File: src/shared/ceb_regs.vh
// constants and register map of the completion record builder
// Notes on behaviour
// - each record is sixteen bytes, written as four 32-bit words zero to three
// - word zero carries the command result or zero; word one is always zero
// - word two bits 31:16 carry the submission ring identifier
// - word two bits 15:0 carry the consume pointer sampled at record creation
// - word three bits 31:17 hold the status word, bit 16 the freshness bit
// - word three bits 15:0 echo the command tag given by software
// - freshness bit written as one on first pass, inverted on every wrap
// - at most 64K outstanding on an I/O ring, 4K on the admin ring
// - bit 31 set means retry futile; cleared for time-limited recovery aborts
// - bit 30 set means more error detail is held in the error log
// - bits 29:28 zero, 27:25 status type, 24:17 status code
// - type 0 generic, 1 command specific, 2 media, 7 vendor; 3 to 6 reserved
// - codes up to 7Fh shared, 80h to BFh I/O set, C0h up vendor
// - of several applicable codes only the smallest is reported
// - generic 0 success with zero status word, 1,2,3 and Bh input faults
// - generic 4 transfer error, 5 power loss abort, 6 internal error
// - generic 7 to Ah explicit, ring deletion and fused command aborts
// - storage generic 80h range, 81h capacity, 82h namespace not ready
// - command specific 0,1,2 and 8h report ring creation faults
// - command specific 3h to Ah abort, event, firmware, log and format faults
// - storage command specific 80h conflicting attributes, 81h to BFh reserved
// - ring size is zero-based 16 bits, at least two slots, one kept unused
`ifndef CEB_REGS_VH
`define CEB_REGS_VH
`define CEB_REG_CTRL 8'h00
`define CEB_REG_SIZE 8'h04
`define CEB_REG_HEAD 8'h08
`define CEB_REG_BASE 8'h0C
`define CEB_REG_STAT 8'h10
`define CEB_REG_CNT 8'h14
`define CEB_CTRL_EN 0
`define CEB_CTRL_ADMIN 1
`define CEB_SIZE_RESET 16'h000F
`define CEB_SIZE_MIN 16'h0001
`define CEB_SIZE_MAX_ADMIN 16'h0FFF
`define CEB_SIZE_MAX_IO 16'hFFFF
`define CEB_REC_BYTES 16
`define CEB_REC_WORDS 4
`define CEB_TYPE_GENERIC 3'h0
`define CEB_TYPE_CMD 3'h1
`define CEB_TYPE_MEDIA 3'h2
`define CEB_TYPE_VENDOR 3'h7
`define CEB_SC_SUCCESS 8'h00
`define CEB_SC_GEN_LAST 8'h0B
`define CEB_SC_INTERNAL 8'h06
`define CEB_SC_IOSET 8'h80
`define CEB_SC_GEN_IO_LAST 8'h82
`define CEB_SC_CMD_LAST 8'h0A
`define CEB_SC_CMD_IO_LAST 8'h80
`define CEB_SC_MEDIA_IO_LAST 8'h86
`define CEB_SC_SHARED_LAST 8'h7F
`define CEB_SC_VENDOR 8'hC0
`define CEB_RESP_OKAY 2'h0
`define CEB_RESP_SLVERR 2'h2
`endif

File: src/ceb_completion_builder.v
// completion record builder with AXI4-Lite control registers
`timescale 1ns/1ps
`include "ceb_regs.vh"
module ceb_completion_builder #(
  parameter ADDR_W = 32
)(
  // clock and reset
  input wire aclk,
  input wire aresetn,
  // register bus write
  input wire [7:0] s_axi_awaddr,
  input wire [2:0] s_axi_awprot,
  input wire s_axi_awvalid,
  output wire s_axi_awready,
  input wire [31:0] s_axi_wdata,
  input wire [3:0] s_axi_wstrb,
  input wire s_axi_wvalid,
  output wire s_axi_wready,
  output reg [1:0] s_axi_bresp,
  output reg s_axi_bvalid,
  input wire s_axi_bready,
  // register bus read
  input wire [7:0] s_axi_araddr,
  input wire [2:0] s_axi_arprot,
  input wire s_axi_arvalid,
  output wire s_axi_arready,
  output reg [31:0] s_axi_rdata,
  output reg [1:0] s_axi_rresp,
  output reg s_axi_rvalid,
  input wire s_axi_rready,
  // completion request from the command engine
  input wire req_valid,
  output wire req_ready,
  input wire [31:0] req_result,
  input wire [15:0] req_source_ring_id,
  input wire [15:0] req_source_ring_consume_ptr,
  input wire [15:0] req_command_tag,
  input wire req_retry_futile,
  input wire req_more_info,
  input wire req_timed_abort,
  input wire [2:0] req_status_type,
  input wire [7:0] req_code_a,
  input wire [7:0] req_code_b,
  input wire req_code_b_valid,
  // record write stream toward host memory
  output reg wr_valid,
  input wire wr_ready,
  output reg [ADDR_W-1:0] wr_addr,
  output reg [31:0] wr_data,
  output reg wr_last,
  // ring state
  output wire controller_enable_bit,
  output wire ring_full
);

  reg [1:0] ctrl_reg;
  reg [15:0] size_reg;
  reg [15:0] head_reg;
  reg [31:0] base_reg;
  reg [15:0] tail_reg;
  reg phase_reg;
  reg [31:0] cnt_reg;
  reg busy_reg;
  reg [1:0] word_reg;
  reg [31:0] rec_reg [0:3];
  reg en_prev_reg;
  reg [15:0] tail_inc;
  reg [15:0] size_wr;
  reg [15:0] size_max;
  reg [7:0] code_min;
  reg [2:0] type_out;
  reg [7:0] code_out;
  reg retry_out;
  reg more_out;
  reg known;
  reg [31:0] rd_mux;
  reg rd_ok;
  reg wr_ok;
  wire wr_take;
  wire rd_take;
  wire req_take;
  wire enable;
  wire [31:0] wmask;
  wire [15:0] size_merged;
  wire [15:0] head_merged;
  wire [31:0] base_merged;

  assign enable = ctrl_reg[`CEB_CTRL_EN];
  assign controller_enable_bit = enable;

  // bus write: address and data taken together, one response at a time
  assign wr_take = s_axi_awvalid & s_axi_wvalid & ~s_axi_bvalid;
  assign s_axi_awready = wr_take;
  assign s_axi_wready = wr_take;
  assign rd_take = s_axi_arvalid & ~s_axi_rvalid;
  assign s_axi_arready = rd_take;
  assign wmask = {{8{s_axi_wstrb[3]}}, {8{s_axi_wstrb[2]}},
                  {8{s_axi_wstrb[1]}}, {8{s_axi_wstrb[0]}}};

  // byte-lane merges for the size, head and base registers
  ceb_lane_merge #(.W(16)) u_size_merge (
    .old_value(size_reg),
    .bus_data(s_axi_wdata[15:0]),
    .bus_mask(wmask[15:0]),
    .merged(size_merged)
  );
  ceb_lane_merge #(.W(16)) u_head_merge (
    .old_value(head_reg),
    .bus_data(s_axi_wdata[15:0]),
    .bus_mask(wmask[15:0]),
    .merged(head_merged)
  );
  ceb_lane_merge #(.W(32)) u_base_merge (
    .old_value(base_reg),
    .bus_data(s_axi_wdata),
    .bus_mask(wmask),
    .merged(base_merged)
  );

  // ring size clamp: zero-based, two slots least, admin ring smaller
  always @*
  begin
    size_max = ctrl_reg[`CEB_CTRL_ADMIN] ? `CEB_SIZE_MAX_ADMIN : `CEB_SIZE_MAX_IO;
    size_wr = size_merged;
    if (size_wr < `CEB_SIZE_MIN)
      size_wr = `CEB_SIZE_MIN;
    if (size_wr > size_max)
      size_wr = size_max;
  end

  // next producer slot, wrapping after the last slot
  always @*
  begin
    if (tail_reg >= size_reg)
      tail_inc = 16'h0000;
    else
      tail_inc = tail_reg + 16'h0001;
  end

  // one slot stays unused: full when the next slot is the consumer's
  assign ring_full = (tail_inc == head_reg);
  assign req_ready = enable & ~busy_reg & ~ring_full;
  assign req_take = req_valid & req_ready;

  // smallest applicable code wins
  always @*
  begin
    if (req_code_b_valid && (req_code_b < req_code_a))
      code_min = req_code_b;
    else
      code_min = req_code_a;
  end

  // status word: known codes pass, anything unknown reports internal error
  always @*
  begin
    known = 1'b0;
    if (code_min >= `CEB_SC_VENDOR)
      known = 1'b1;
    case (req_status_type)
      `CEB_TYPE_GENERIC:
      begin
        if (code_min <= `CEB_SC_GEN_LAST)
          known = 1'b1;
        if ((code_min >= `CEB_SC_IOSET) && (code_min <= `CEB_SC_GEN_IO_LAST))
          known = 1'b1;
      end
      `CEB_TYPE_CMD:
      begin
        if (code_min <= `CEB_SC_CMD_LAST)
          known = 1'b1;
        if (code_min == `CEB_SC_CMD_IO_LAST)
          known = 1'b1;
      end
      `CEB_TYPE_MEDIA:
      begin
        if ((code_min >= `CEB_SC_IOSET) && (code_min <= `CEB_SC_MEDIA_IO_LAST))
          known = 1'b1;
      end
      `CEB_TYPE_VENDOR:
        known = 1'b1;
      default:
        known = 1'b0;
    endcase
    type_out = req_status_type;
    code_out = code_min;
    retry_out = req_retry_futile;
    more_out = req_more_info;
    if (!known)
    begin
      type_out = `CEB_TYPE_GENERIC;
      code_out = `CEB_SC_INTERNAL;
    end
    if (req_timed_abort)
      retry_out = 1'b0;
    if (known && (type_out == `CEB_TYPE_GENERIC) && (code_out == `CEB_SC_SUCCESS))
    begin
      retry_out = 1'b0;
      more_out = 1'b0;
    end
  end

  // registers, ring pointers and record emission
  always @(posedge aclk)
  begin
    if (!aresetn)
    begin
      ctrl_reg <= 2'h0;
      size_reg <= `CEB_SIZE_RESET;
      head_reg <= 16'h0000;
      base_reg <= 32'h00000000;
      tail_reg <= 16'h0000;
      phase_reg <= 1'b1;
      cnt_reg <= 32'h00000000;
      busy_reg <= 1'b0;
      word_reg <= 2'h0;
      en_prev_reg <= 1'b0;
      s_axi_bvalid <= 1'b0;
      s_axi_bresp <= `CEB_RESP_OKAY;
      s_axi_rvalid <= 1'b0;
      s_axi_rresp <= `CEB_RESP_OKAY;
      s_axi_rdata <= 32'h00000000;
      wr_valid <= 1'b0;
      wr_addr <= {ADDR_W{1'b0}};
      wr_data <= 32'h00000000;
      wr_last <= 1'b0;
      rec_reg[0] <= 32'h00000000;
      rec_reg[1] <= 32'h00000000;
      rec_reg[2] <= 32'h00000000;
      rec_reg[3] <= 32'h00000000;
    end
    else
    begin
      en_prev_reg <= enable;
      if (s_axi_bvalid && s_axi_bready)
        s_axi_bvalid <= 1'b0;
      if (wr_take)
      begin
        s_axi_bvalid <= 1'b1;
        s_axi_bresp <= wr_ok ? `CEB_RESP_OKAY : `CEB_RESP_SLVERR;
        case (s_axi_awaddr)
          `CEB_REG_CTRL:
            if (s_axi_wstrb[0])
              ctrl_reg <= s_axi_wdata[1:0];
          `CEB_REG_SIZE:
            if (!enable)
              size_reg <= size_wr;
          `CEB_REG_HEAD:
            head_reg <= head_merged;
          `CEB_REG_BASE:
            base_reg <= base_merged;
          default:
            ctrl_reg <= ctrl_reg;
        endcase
      end
      if (s_axi_rvalid && s_axi_rready)
        s_axi_rvalid <= 1'b0;
      if (rd_take)
      begin
        s_axi_rvalid <= 1'b1;
        s_axi_rdata <= rd_mux;
        s_axi_rresp <= rd_ok ? `CEB_RESP_OKAY : `CEB_RESP_SLVERR;
      end
      // enable edge: host has cleared all freshness bits, first pass writes one
      if (enable && !en_prev_reg)
      begin
        tail_reg <= 16'h0000;
        head_reg <= 16'h0000;
        phase_reg <= 1'b1;
      end
      if (req_take)
      begin
        rec_reg[0] <= req_result;
        rec_reg[1] <= 32'h00000000;
        rec_reg[2] <= {req_source_ring_id, req_source_ring_consume_ptr};
        rec_reg[3] <= {retry_out, more_out, 2'b00, type_out, code_out,
                       phase_reg, req_command_tag};
        busy_reg <= 1'b1;
        word_reg <= 2'h0;
        wr_valid <= 1'b1;
        wr_addr <= base_reg[ADDR_W-1:0] + {{(ADDR_W-20){1'b0}}, tail_reg, 4'h0};
        wr_data <= req_result;
        wr_last <= 1'b0;
      end
      else if (wr_valid && wr_ready)
      begin
        if (wr_last)
        begin
          wr_valid <= 1'b0;
          wr_last <= 1'b0;
          busy_reg <= 1'b0;
          cnt_reg <= cnt_reg + 32'h00000001;
          tail_reg <= tail_inc;
          if (tail_inc == 16'h0000)
            phase_reg <= ~phase_reg;
        end
        else
        begin
          word_reg <= word_reg + 2'h1;
          wr_addr <= wr_addr + {{(ADDR_W-3){1'b0}}, 3'h4};
          wr_data <= rec_reg[word_reg + 2'h1];
          wr_last <= (word_reg == 2'h2);
        end
      end
    end
  end

  // write and read decode
  always @*
  begin
    wr_ok = 1'b1;
    case (s_axi_awaddr)
      `CEB_REG_CTRL, `CEB_REG_SIZE, `CEB_REG_HEAD, `CEB_REG_BASE:
        wr_ok = 1'b1;
      default:
        wr_ok = 1'b0;
    endcase
    rd_ok = 1'b1;
    case (s_axi_araddr)
      `CEB_REG_CTRL:
        rd_mux = {30'h0, ctrl_reg};
      `CEB_REG_SIZE:
        rd_mux = {16'h0000, size_reg};
      `CEB_REG_HEAD:
        rd_mux = {16'h0000, head_reg};
      `CEB_REG_BASE:
        rd_mux = base_reg;
      `CEB_REG_STAT:
        rd_mux = {13'h0, ring_full, busy_reg, phase_reg, tail_reg};
      `CEB_REG_CNT:
        rd_mux = cnt_reg;
      default:
      begin
        rd_mux = 32'h00000000;
        rd_ok = 1'b0;
      end
    endcase
  end

endmodule

// byte-lane merge of a bus write into a register
module ceb_lane_merge #(
  parameter W = 32
)(
  // old value, bus word and byte-lane mask
  input wire [W-1:0] old_value,
  input wire [W-1:0] bus_data,
  input wire [W-1:0] bus_mask,
  // merged value
  output wire [W-1:0] merged
);
  assign merged = (bus_data & bus_mask) | (old_value & ~bus_mask);
endmodule

File: config.mk
export PLATFORM = sky130hd
export DESIGN_NAME = ceb_completion_builder
export DESIGN_NICKNAME = d
export VERILOG_FILES = /design/src/ceb_completion_builder.v
export VERILOG_INCLUDE_DIRS = /design/src /design/src/shared
export SDC_FILE = /design/constraint.sdc
export NUM_CORES = 1
export LEC_CHECK = 0
export ABC_AREA = 1
export BUFFER_PORTS_ARGS = -buffer_cell sky130_fd_sc_hd__buf_2
export CORE_MARGIN = 5
export CORE_UTILIZATION = 29
export DETAILED_ROUTE_END_ITERATION = 8
export SYNTH_ARGS = -nofsm -noshare
export SYNTH_HDL_FRONTEND = slang
export SYNTH_HIERARCHICAL = 1
export SYNTH_SLANG_ARGS = --single-unit
File: constraint.sdc
create_clock -name aclk -period 4.6 [get_ports aclk]
set_clock_uncertainty 0.1 [all_clocks]
set_input_delay 0.92 -clock aclk [delete_from_list [all_inputs] [get_ports aclk]]
set_output_delay 0.92 -clock aclk [all_outputs]
set_load 0.01 [all_outputs]
# Word level (Yosys, flattened, before mapping)
# Memory sizes are Yosys's and may differ from the RTL's.
# Index checks and enable logic that the tools add are counted.
# W data, S select, Z words.
# totals
n_memories,1
ram_bits,128
input_bits,170
wordCells,163
reg_bits,222
mem_bits_ro,0
out_inout_bits,110
latchBits,0
# memory_table
name,depth,word_bits,rd,rd_ports_with_merged_regs,write_ports,line,text
rec_reg,4,32,1,0,4,ceb_completion_builder.v:65,reg [31:0] rec_reg [0:3];
# classes
div,0
n_bitwise,29
n_reduce_logical,32
mul,0
n_lt_le_gt_ge,10
n_shift,0
addsub,5
eq_ne,15
n_mux,53
# op_table
cell,count
$mux W32,10
$pmux W32 S6,1
$mux W16,8
$and A32 B32 Y32,2
$and A16 B16 Y16,3
$add A32 B1 Y32 const B,1
$add A32 B20 Y32,1
$add A32 B3 Y32 const B,1
$eq A8 B4 Y1 const B,4
$not A32 Y32,1
$or A16 B16 Y16,2
$or A32 B32 Y32,1
$mux W1,28
$logic_not A8 Y1,3
$add A16 B1 Y16 const B,1
$eq A16 B16 Y1,1
$eq A8 B3 Y1 const B,2
$eq A8 B5 Y1 const B,2
$ge A16 B16 Y1,1
$ge A8 B8 Y1 const B,2
$gt A16 B16 Y1,1
$le A8 B4 Y1 const B,2
$le A8 B8 Y1 const B,2
$logic_not A16 Y1,1
other kinds (26),63

# Longest topological paths before layout
# Gate-level depths: netlist (run 1).
# depth
ltp_word,14
depth_mapped,26
mapped_depth_nobuf,24

# By module
# Netlist (run 1), hierarchy kept.
# by_module_without_submodules
mod,instances,area_each_um2,seq_area_each_um2,cells_per_inst
ceb_completion_builder,1,17429.2,7226.9,2444
ceb_lane_merge at u_base_merge,1,480.5,0.0,128
ceb_lane_merge at u_head_merge ...,2,240.2,0.0,64

# Worst setup path before layout (run 1)
# No wires, ideal clock.
# synth_path
path_type,reg2reg
startpoint,register size_reg[15]
endpoint,register wr_addr[28]
setup_time_ns,0.241
stages_incl_launch_ff,20
setup_slack_ns,-0.388
required_ns,4.259
synth_period_minus_slack_ns,4.988
n_path_buf,2
t_arrival_ns,4.647
path_cell_list,dfxtp_1 -> inv_1 -> ha_1 -> nand2_1 -> o21bai_2 -> nand2_1 -> a21oi_4 -> nand3_2 -> buf_4 -> nor2_1 -> nand2_1 -> nand2_1 -> nor2_1 -> nand2_1 -> nor2_2 -> nand2_4 -> nand3_4 -> buf_6 -> nand2_1 -> o21ai_0
# synth_via
elab_chain_cells,8
elab_cells_between_ends,10
classes_between,1 x order compare; 2 x eq/ne; 2 x mux; 3 x bitwise; 2 x reduce/logical
# synth_rtl
item,line,text
from (decl),ceb_completion_builder.v:57,reg [15:0] size_reg;
from (signal assigned),ceb_completion_builder.v:209,size_reg <= `CEB_SIZE_RESET;
from (signal assigned),ceb_completion_builder.v:247,size_reg <= size_wr;
$ge A16 B16 Y1 (*),ceb_completion_builder.v:134,if (tail_reg >= size_reg)
$mux W16 (*),ceb_completion_builder.v:134,
$eq A16 B16 Y1 (*),ceb_completion_builder.v:141,assign ring_full = (tail_inc == head_reg);
$not A1 Y1 (*),ceb_completion_builder.v:142,assign req_ready = enable & ~busy_reg & ~ring_full;
$and A1 B1 Y1 (*),ceb_completion_builder.v:142,
$and A1 B1 Y1 (*),ceb_completion_builder.v:143,assign req_take = req_valid & req_ready;
$ne A2 B1 Y1 (no source line) or $reduce_bool A2 Y1 (tied branches),-,
$reduce_and A2 Y1 (no source line),-,
to (signal assigned),ceb_completion_builder.v:224,wr_addr <= {ADDR_W{1'b0}};
to (signal assigned),ceb_completion_builder.v:281,"wr_addr <= base_reg[ADDR_W-1:0] + {{(ADDR_W-20){1'b0}}, tail_reg, 4'h0};"
to (signal assigned),ceb_completion_builder.v:300,"wr_addr <= wr_addr + {{(ADDR_W-3){1'b0}}, 3'h4};"
to (decl),ceb_completion_builder.v:48,"output reg [ADDR_W-1:0] wr_addr,"
# Mark *: on every way between the ends. The rest lies on a longest branch, timed or not.
# A chain may end at the register's enable or synchronous reset.

# Worst setup path after layout (run 1)
# layout_path
startpoint,register size_reg[14]
endpoint,output req_ready
# layout_via
elab_chain_cells,5
# layout_rtl
item,line,text
$ge A16 B16 Y1,ceb_completion_builder.v:134,
$mux W16,ceb_completion_builder.v:134,
$eq A16 B16 Y1,ceb_completion_builder.v:141,
$not A1 Y1,ceb_completion_builder.v:142,
$and A1 B1 Y1,ceb_completion_builder.v:142,
to (decl),ceb_completion_builder.v:33,"output wire req_ready,"
# Every way passes these cells.

==> results of run 1 <==
-- worst max-delay path by stage --
stage            endpoint          from  slack [ns]
5_1_grt         req_ready  size_reg[14]       -0.05
3_5_place_dp    req_ready  size_reg[15]        0.60
3_3_place_gp    req_ready  size_reg[11]        0.60
4_1_cts         req_ready  size_reg[11]        0.07
2_1_floorplan  wr_addr[0]  size_reg[15]        0.63
6_report        req_ready  size_reg[14]        0.14
-- routing by layer --
metal	part of all wire, %	wire length, um	GRT usage (%)	up-vias
met1	46	31300	26.6	8654
met4	3.4	2270	6.54	2
met3	7.1	4820	3.55	121
met2	43	29100	28.7	597
met5	0.010	7	0	-
li1	-	-	-	9313
-- worst min-delay path: stages, from the launching register on --
cell and delay [ns]:
dfxtp_1 0.30, nand2_1 0.06, a21oi_1 0.06
-- cell type report --
| cell class | instances | area, um^2 | area share [%] |
|---|---|---|---|
| Inverter | 433 | 1630 | 7.31 |
| Antenna cell | 4 | 10.0 | 0.0449 |
| Clock inverter | 16 | 214 | 0.959 |
| Clock buffer | 53 | 1160 | 5.22 |
| Sequential cell | 314 | 7230 | 32.4 |
| Tap cell | 846 | 1060 | 4.74 |
| Timing Repair Buffer | 334 | 1860 | 8.33 |
| Multi-Input combinational cell | 1843 | 9150 | 41.0 |
-- timing repair --
| action | in CTS | in global routing |
|---|---|---|
| endpoints found under the hold margin | 0 | 0 |
| endpoints found under the setup margin | 1 | 2 |
| resized for setup | 1 | 13 |
| pin swaps | 0 | 5 |
| gates cloned | 0 | 1 |
| setup buffers | 0 | 6 |
-- placed cells by master (no fill, tap or decap), types with 3 or more instances in the layout --
| cell type | netlist | layout |
|---|---|---|
| a211oi_1 | 31 | 31 |
| a21o_1 | 3 | 3 |
| a21oi_1 | 186 | 186 |
| a221oi_1 | 21 | 21 |
| a31oi_1 | 3 | 3 |
| buf_2 | 8 | 271 |
| buf_4 | 9 | 60 |
| bufinv_16 | 0 | 4 |
| clkbuf_1 | 89 | 6 |
| clkbuf_16 | 0 | 44 |
| clkbuf_8 | 0 | 3 |
| clkinv_1 | 2 | 5 |
| clkinv_2 | 0 | 5 |
| dfxtp_1 | 220 | 220 |
| diode_2 | 0 | 4 |
| edfxtp_1 | 94 | 94 |
| ha_1 | 47 | 45 |
| inv_1 | 419 | 415 |
| inv_2 | 12 | 13 |
| nand2_1 | 616 | 612 |
| nand2_2 | 2 | 4 |
| nand2_4 | 1 | 3 |
| nand3_1 | 94 | 94 |
| nand3b_1 | 7 | 7 |
| nand4_1 | 67 | 67 |
| nor2_1 | 347 | 341 |
| nor2_2 | 4 | 10 |
| nor3_1 | 49 | 49 |
| nor4_1 | 16 | 15 |
| o2111ai_1 | 3 | 3 |
| o211ai_1 | 4 | 4 |
| o21a_1 | 8 | 8 |
| o21ai_0 | 217 | 217 |
| o21ai_1 | 14 | 14 |
| o22ai_1 | 28 | 28 |
| or2_2 | 3 | 3 |
| xnor2_1 | 10 | 10 |
| xor2_1 | 41 | 41 |
-- kinds of logic (layout without fill, tap and decap cells) --
group / Yosys count / after routing / share of synthesized area, %
fa+ha+maj: 48 / 48 / 3.31
flops: 314 / 314 / 39.3
xor+xnor: 51 / 51 / 2.43
compound gates: 529 / 529 / 16.0
buf+inv: 545 / 836 / 11.5
other cells: 1 / 6 / 0.0204
simple gates: 1212 / 1213 / 27.4
-- where the power goes --
group | switching (mW) | internal [mW] | leakage (nW) | total, mW
combinational | 0.248 | 0.119 | 7.22 | 0.367
clock | 1.33 | 2.02 | 0.676 | 3.34
sequential | 0.0107 | 2.88 | 2.74 | 2.89
total | 1.59 | 5.01 | 10.6 | 6.60
-- stage by stage --
step / util (%) / worst slack, ns / hold WS, ns / setup TNS (ns) / cells
2_1_floorplan: - / 0.632 / 0.347 / 0 / 2701
3_3_place_gp: 33.0 / 0.603 / 0.351 / 0 / 3763
3_5_place_dp: 33.0 / 0.601 / 0.355 / 0 / 3763
4_1_cts: 35.2 / 0.0719 / 0.365 / 0 / 3832
5_1_grt: 35.4 / -0.0488 / 0.381 / -0.0488 / 3843
6_report: 35.4 / 0.140 / 0.363 / 0 / 3843
==> run_results.csv, run 1 <==
group,metric,value,unit
global_routing,grt_antenna_before_repair,6,
synthesis,yosys_warnings,6,
cts,cts_buffers,40,
synthesis,ys_ff_latch,314,
global_routing,grt_pass1_wl,101000,um
final_layout,num-nets-final,3184,
cts,clockBufferDepth,3,
critical_path,critPathCaptureType,"output pin",
global_routing,grt-ovfl-total,0,
cts,cts_tree,"yes",
synthesis,synth_area_per_cell,6.81,um^2
critical_path,critPathSlowestCell,"dfxtp_1",
critical_path,worst-path-stages,19,
critical_path,reg2reg_depth,21,
synthesis,synthFlopType,"dfxtp_1",
die,io_pins,280,
synthesis,synth_top_cell_by_area,"dfxtp_1",
route,drtIter0Drc,1690,
timing,fin_crit_sh,96.9,%
synthesis,synthCells,2700,
cts,cts.clk_slew.worst_paths,0.05,ns
timing,hold_viol,0,
route,drc,0,
global_routing,grt_max_degree,84,
synthesis,synth_most_common_cell,"nand2_1",
critical_path,critical_path_arrival,3.44,ns
synthesis,synth-edff-count,94,
pwr,power.density,296,nW/um^2
critical_path,crit_buf_inv,5,
cts,clock-sinks,314,
pwr,fin_total_pwr,6.60,mW
final_layout,drive_above_1_share,14.9,%
route,routedWlPerCell,17.6,um
final_layout,largest_reg_flops,94,
timing,worstMarginPinSlew,1.06,ns
die,core-area,63000,um^2
place,place_congestion,0.981,
die,start_util,29.2,%
cts,cts_root_buffer,"clkbuf_16",
route,via_per_inst,4.86,
route,antenna_left,0,
timing,post-route-min-period,4.46,ns
synthesis,synth.distinct_cells,52,
critical_path,path_cells,"inv_1 -> ha_1 -> nand2_2 -> o21bai_2 -> nand2_1 -> a21oi_4 -> nand3_4 -> buf_4 -> nor2_1 -> nand2_1 -> nand2_1 -> nor2_1 -> nand2_1 -> nor2_1 -> nand2_2 -> inv_2 -> nor3_1 -> buf_4 -> buf_2",
critical_path,r2r_slack,0.73,ns
critical_path,regToRegStartpoint,"size_reg[14]",
final_layout,fillCellCount,6820,
critical_path,slowest_delay,0.32,ns
cts,h-tree-depth,2,
timing,clock.fmax,224,MHz
die,die_h,262,um
cts,holdBufCountCts,0,
critical_path,critPathMostFrequentCell,"nand2_1",
route,drt-total-wl,67500,um
route,drtPass1Iterations,5,
final_layout,area_growth,21.3,%
hold_path,hold_path_end,"s_axi_rdata[12]",
route,routed-via-count,18700,
place,dp_hpwl,50200,um
critical_path,path_class,"reg -> out",
synthesis,ys_async_sr_fraction,0,%
global_routing,grt_util_all_layers,18.8,%
critical_path,critPathMaxFanout,8,
critical_path,crit_family,"simple AND/OR/NAND/NOR gates",
synthesis,synth_area_leaders,"dfxtp_1 24%, edfxtp_1 15%, nand2_1 13%",
hold_path,min-delay-start,"s_axi_rdata[12]",
critical_path,r2r-end,"wr_addr[0]",
timing,finalSetupViolations,0,
timing,drv_slew,0,
place,placed_cell_area,20800,um^2
pwr,peakVddDrop,0.000240,V
synthesis,synth_area,18400,um^2
synthesis,seq_area_frac_synth,39.3,%
hold_path,whs_path_depth,2,
die,fp-row-count,92,
synthesis,yosys-top-cells-count,"616 x nand2_1, 419 x inv_1, 347 x nor2_1, 220 x dfxtp_1, 217 x o21ai_0",
die,die_area,68500,um^2
global_routing,grt_pass1_vias,17300,
synthesis,yosysTopAreaCellShare,23.9,%
timing,relSlewSlack,29.2,%
critical_path,crit_path_start_kind,"flip-flop",
flow_run,drv_cap,0,
cts,worstSkewPairLatency,0.58,ns
place,port-buffer-count,271,
die,die_w,262,um
critical_path,cp.required,3.58,ns
hold_path,min_path_type,"reg -> reg",
outcome,status,"complete, no violations",
final_layout,final_area,22300,um^2
pwr,p_leak,10.6,nW
No activity file was read; power rests on OpenSTA's default activity.
==> inputs of run 2 (changes only) <==
- CORE_UTILIZATION: 29 -> 52
- PLACE_DENSITY: default -> 0.77
==> run 2 against run 1 <==
First-iteration DRC count is 7.3% higher. Critical path depth is 3 lower. Hold slack worse by 0.00093 ns. Via count is 2.5% higher. Flip-flop and latch count stayed put. Largest power group unchanged.
==> run_results.csv, run 2 (same netlist as run 1, synthesis figures left out) <==
group,metric,value,unit
outcome,status,"complete, no violations",
critical_path,critical_path_arrival,3.39,ns
route,via_per_inst,5.58,
global_routing,grt_pass1_vias,18100,
die,die_w,198,um
route,routed-via-count,19100,
timing,relSlewSlack,23.7,%
cts,clock-sinks,314,
global_routing,grt_util_all_layers,30.4,%
global_routing,grt_pass1_wl,96200,um
die,die_h,198,um
place,place_congestion,0.992,
route,drtIter0Drc,1813,
die,io_pins,280,
timing,finalSetupViolations,0,
hold_path,min_path_type,"reg -> reg",
flow_run,drv_cap,0,
cts,cts_buffers,37,
cts,clockBufferDepth,3,
cts,cts_root_buffer,"clkbuf_16",
place,placed_cell_area,20300,um^2
cts,cts_tree,"yes",
die,die_area,39200,um^2
final_layout,area_growth,17.7,%
pwr,peakVddDrop,0.000245,V
critical_path,path_cells,"ha_1 -> nand2_1 -> o21bai_2 -> nand2_1 -> a21oi_4 -> buf_4 -> nand4_1 -> nand2_1 -> nand2_1 -> nor2_1 -> nand2_1 -> nor2_1 -> nand2_1 -> inv_2 -> nor3_1 -> buf_2",
global_routing,grt_antenna_before_repair,4,
final_layout,antenna_cells,0,
final_layout,finalNonFillerCells,3432,
route,drt-total-wl,61900,um
final_layout,drive_above_1_share,14.1,%
final_layout,largest_reg_flops,94,
critical_path,critPathMaxFanout,9,
place,dp_hpwl,45400,um
route,antenna_left,0,
die,start_util,53.0,%
critical_path,crit_family,"simple AND/OR/NAND/NOR gates",
critical_path,crit_path_start_kind,"flip-flop",
critical_path,slowest_delay,0.51,ns
cts,holdBufCountCts,0,
global_routing,grt-ovfl-total,0,
timing,post-route-min-period,4.41,ns
critical_path,critPathMostFrequentCell,"nand2_1",
timing,fin_tns_setup,0,ns
timing,drv_slew,0,
critical_path,critPathSlowestCell,"dfxtp_1",
route,routedWlPerCell,18.0,um
final_layout,final_area,21600,um^2
critical_path,path_class,"reg -> out",
critical_path,cp.required,3.58,ns
pwr,p_leak,10.5,nW
die,core-area,34700,um^2
final_layout,layout_commonest_cell,"nand2_1",
timing,fin_crit_sh,96.0,%
timing,worstMarginPinSlew,1.14,ns
route,drc,0,
cts,worstSkewPairLatency,0.56,ns
route,drtPass1Iterations,7,
critical_path,critPathCaptureType,"output pin",
timing,clock.fmax,227,MHz
pwr,power.density,301,nW/um^2
global_routing,grt_max_degree,76,
timing,hold_viol,0,
cts,cts.clk_slew.worst_paths,0.06,ns
place,port-buffer-count,271,
critical_path,crit_buf_inv,3,
timing,grt_setup_unrepaired,"no",
final_layout,layout_common_cells,"614 x nand2_1, 417 x inv_1, 341 x nor2_1",
final_layout,num-nets-final,3167,
timing,hold_slack,0.362,ns
cts,h-tree-depth,2,
die,fp-row-count,68,
place,dp.cells,3365,
run 2: cell count changes in the layout (fill, tap and decap cells not counted), sizes merged:
cell,before,now
diode,4,0
buf,334,321
bufinv,4,8
clkinv,11,9
clkinvlp,1,0
clkbuf,53,50
nand3,97,96
run 2: report_power, final:
part           total, mW  switching, mW  internal, mW
Sequential          2.89         0.0122          2.88
Clock               3.27           1.24          2.03
Combinational      0.365          0.245         0.119
run 2: timing repair:
action | CTS | global route
gates resized for setup | 1 | 9
setup endpoints to repair | 2 | 2
gates cloned | 0 | 0
endpoints found under the hold margin | 0 | 0
setup buffers | 0 | 0
run 2: area by class of cell:
| class | count | area, um^2 |
|---|---|---|
| tap | 455 | 569 |
| multi-input combinational | 1842 | 9100 |
| fill | 3166 | 13100 |
| sequential | 314 | 7230 |
| inverter | 433 | 1630 |
| clock buffer | 50 | 1030 |
| clock inverter | 17 | 313 |
| timing repair buffer | 321 | 1780 |
run 2: final timing paths:
path	to	startpoint	cells after the start	slack [ns]
worst max-delay path	req_ready	tail_reg[14]	16	0.19
worst min-delay path	s_axi_rdata[8]	s_axi_rdata[8]	2	0.36
worst max register to register	rec_reg[3][31]	tail_reg[14]	18	0.83
worst min register to register	s_axi_rdata[8]	s_axi_rdata[8]	2	0.36
run 2: stage by stage:
| stage | utilization, % | power, mW | setup slack, ns |
|---|---|---|---|
| 2_1_floorplan | - | 3.14 | 0.632 |
| 3_3_place_gp | 58.4 | 3.30 | 0.551 |
| 3_5_place_dp | 58.4 | 3.31 | 0.555 |
| 4_1_cts | 62.3 | 6.54 | 0.0316 |
| 5_1_grt | 62.4 | 6.69 | 0.0220 |
| 6_report | 62.4 | 6.52 | 0.185 |
run 2: worst reg2reg max path, cell delays in order, from the launching register on:
cell      delay, ns
dfxtp_1        0.51
ha_1           0.30
nand2_1        0.14
o21bai_2       0.15
nand2_1        0.10
a21oi_4        0.15
buf_4          0.21
nand4_1        0.14
inv_1          0.14
nand2_1        0.07
nand2_1        0.15
nor2_1         0.06
nand2_1        0.07
nor2_2         0.05
nand2_4        0.17
nand3_4        0.19
nor2_2         0.33
nand2_1        0.16
nor3_1         0.35
run 2: routing by layer:
layer / part of all wire, % / GRT usage, % / vias to the layer above / wire [um]
li1: - / - / 9285 / -
met4: 3.6 / 10.8 / 8 / 2240
met5: 0.089 / 0 / - / 55
met2: 45 / 48.7 / 916 / 28000
met1: 41 / 41.4 / 8789 / 25600
met3: 9.7 / 5.63 / 150 / 5980
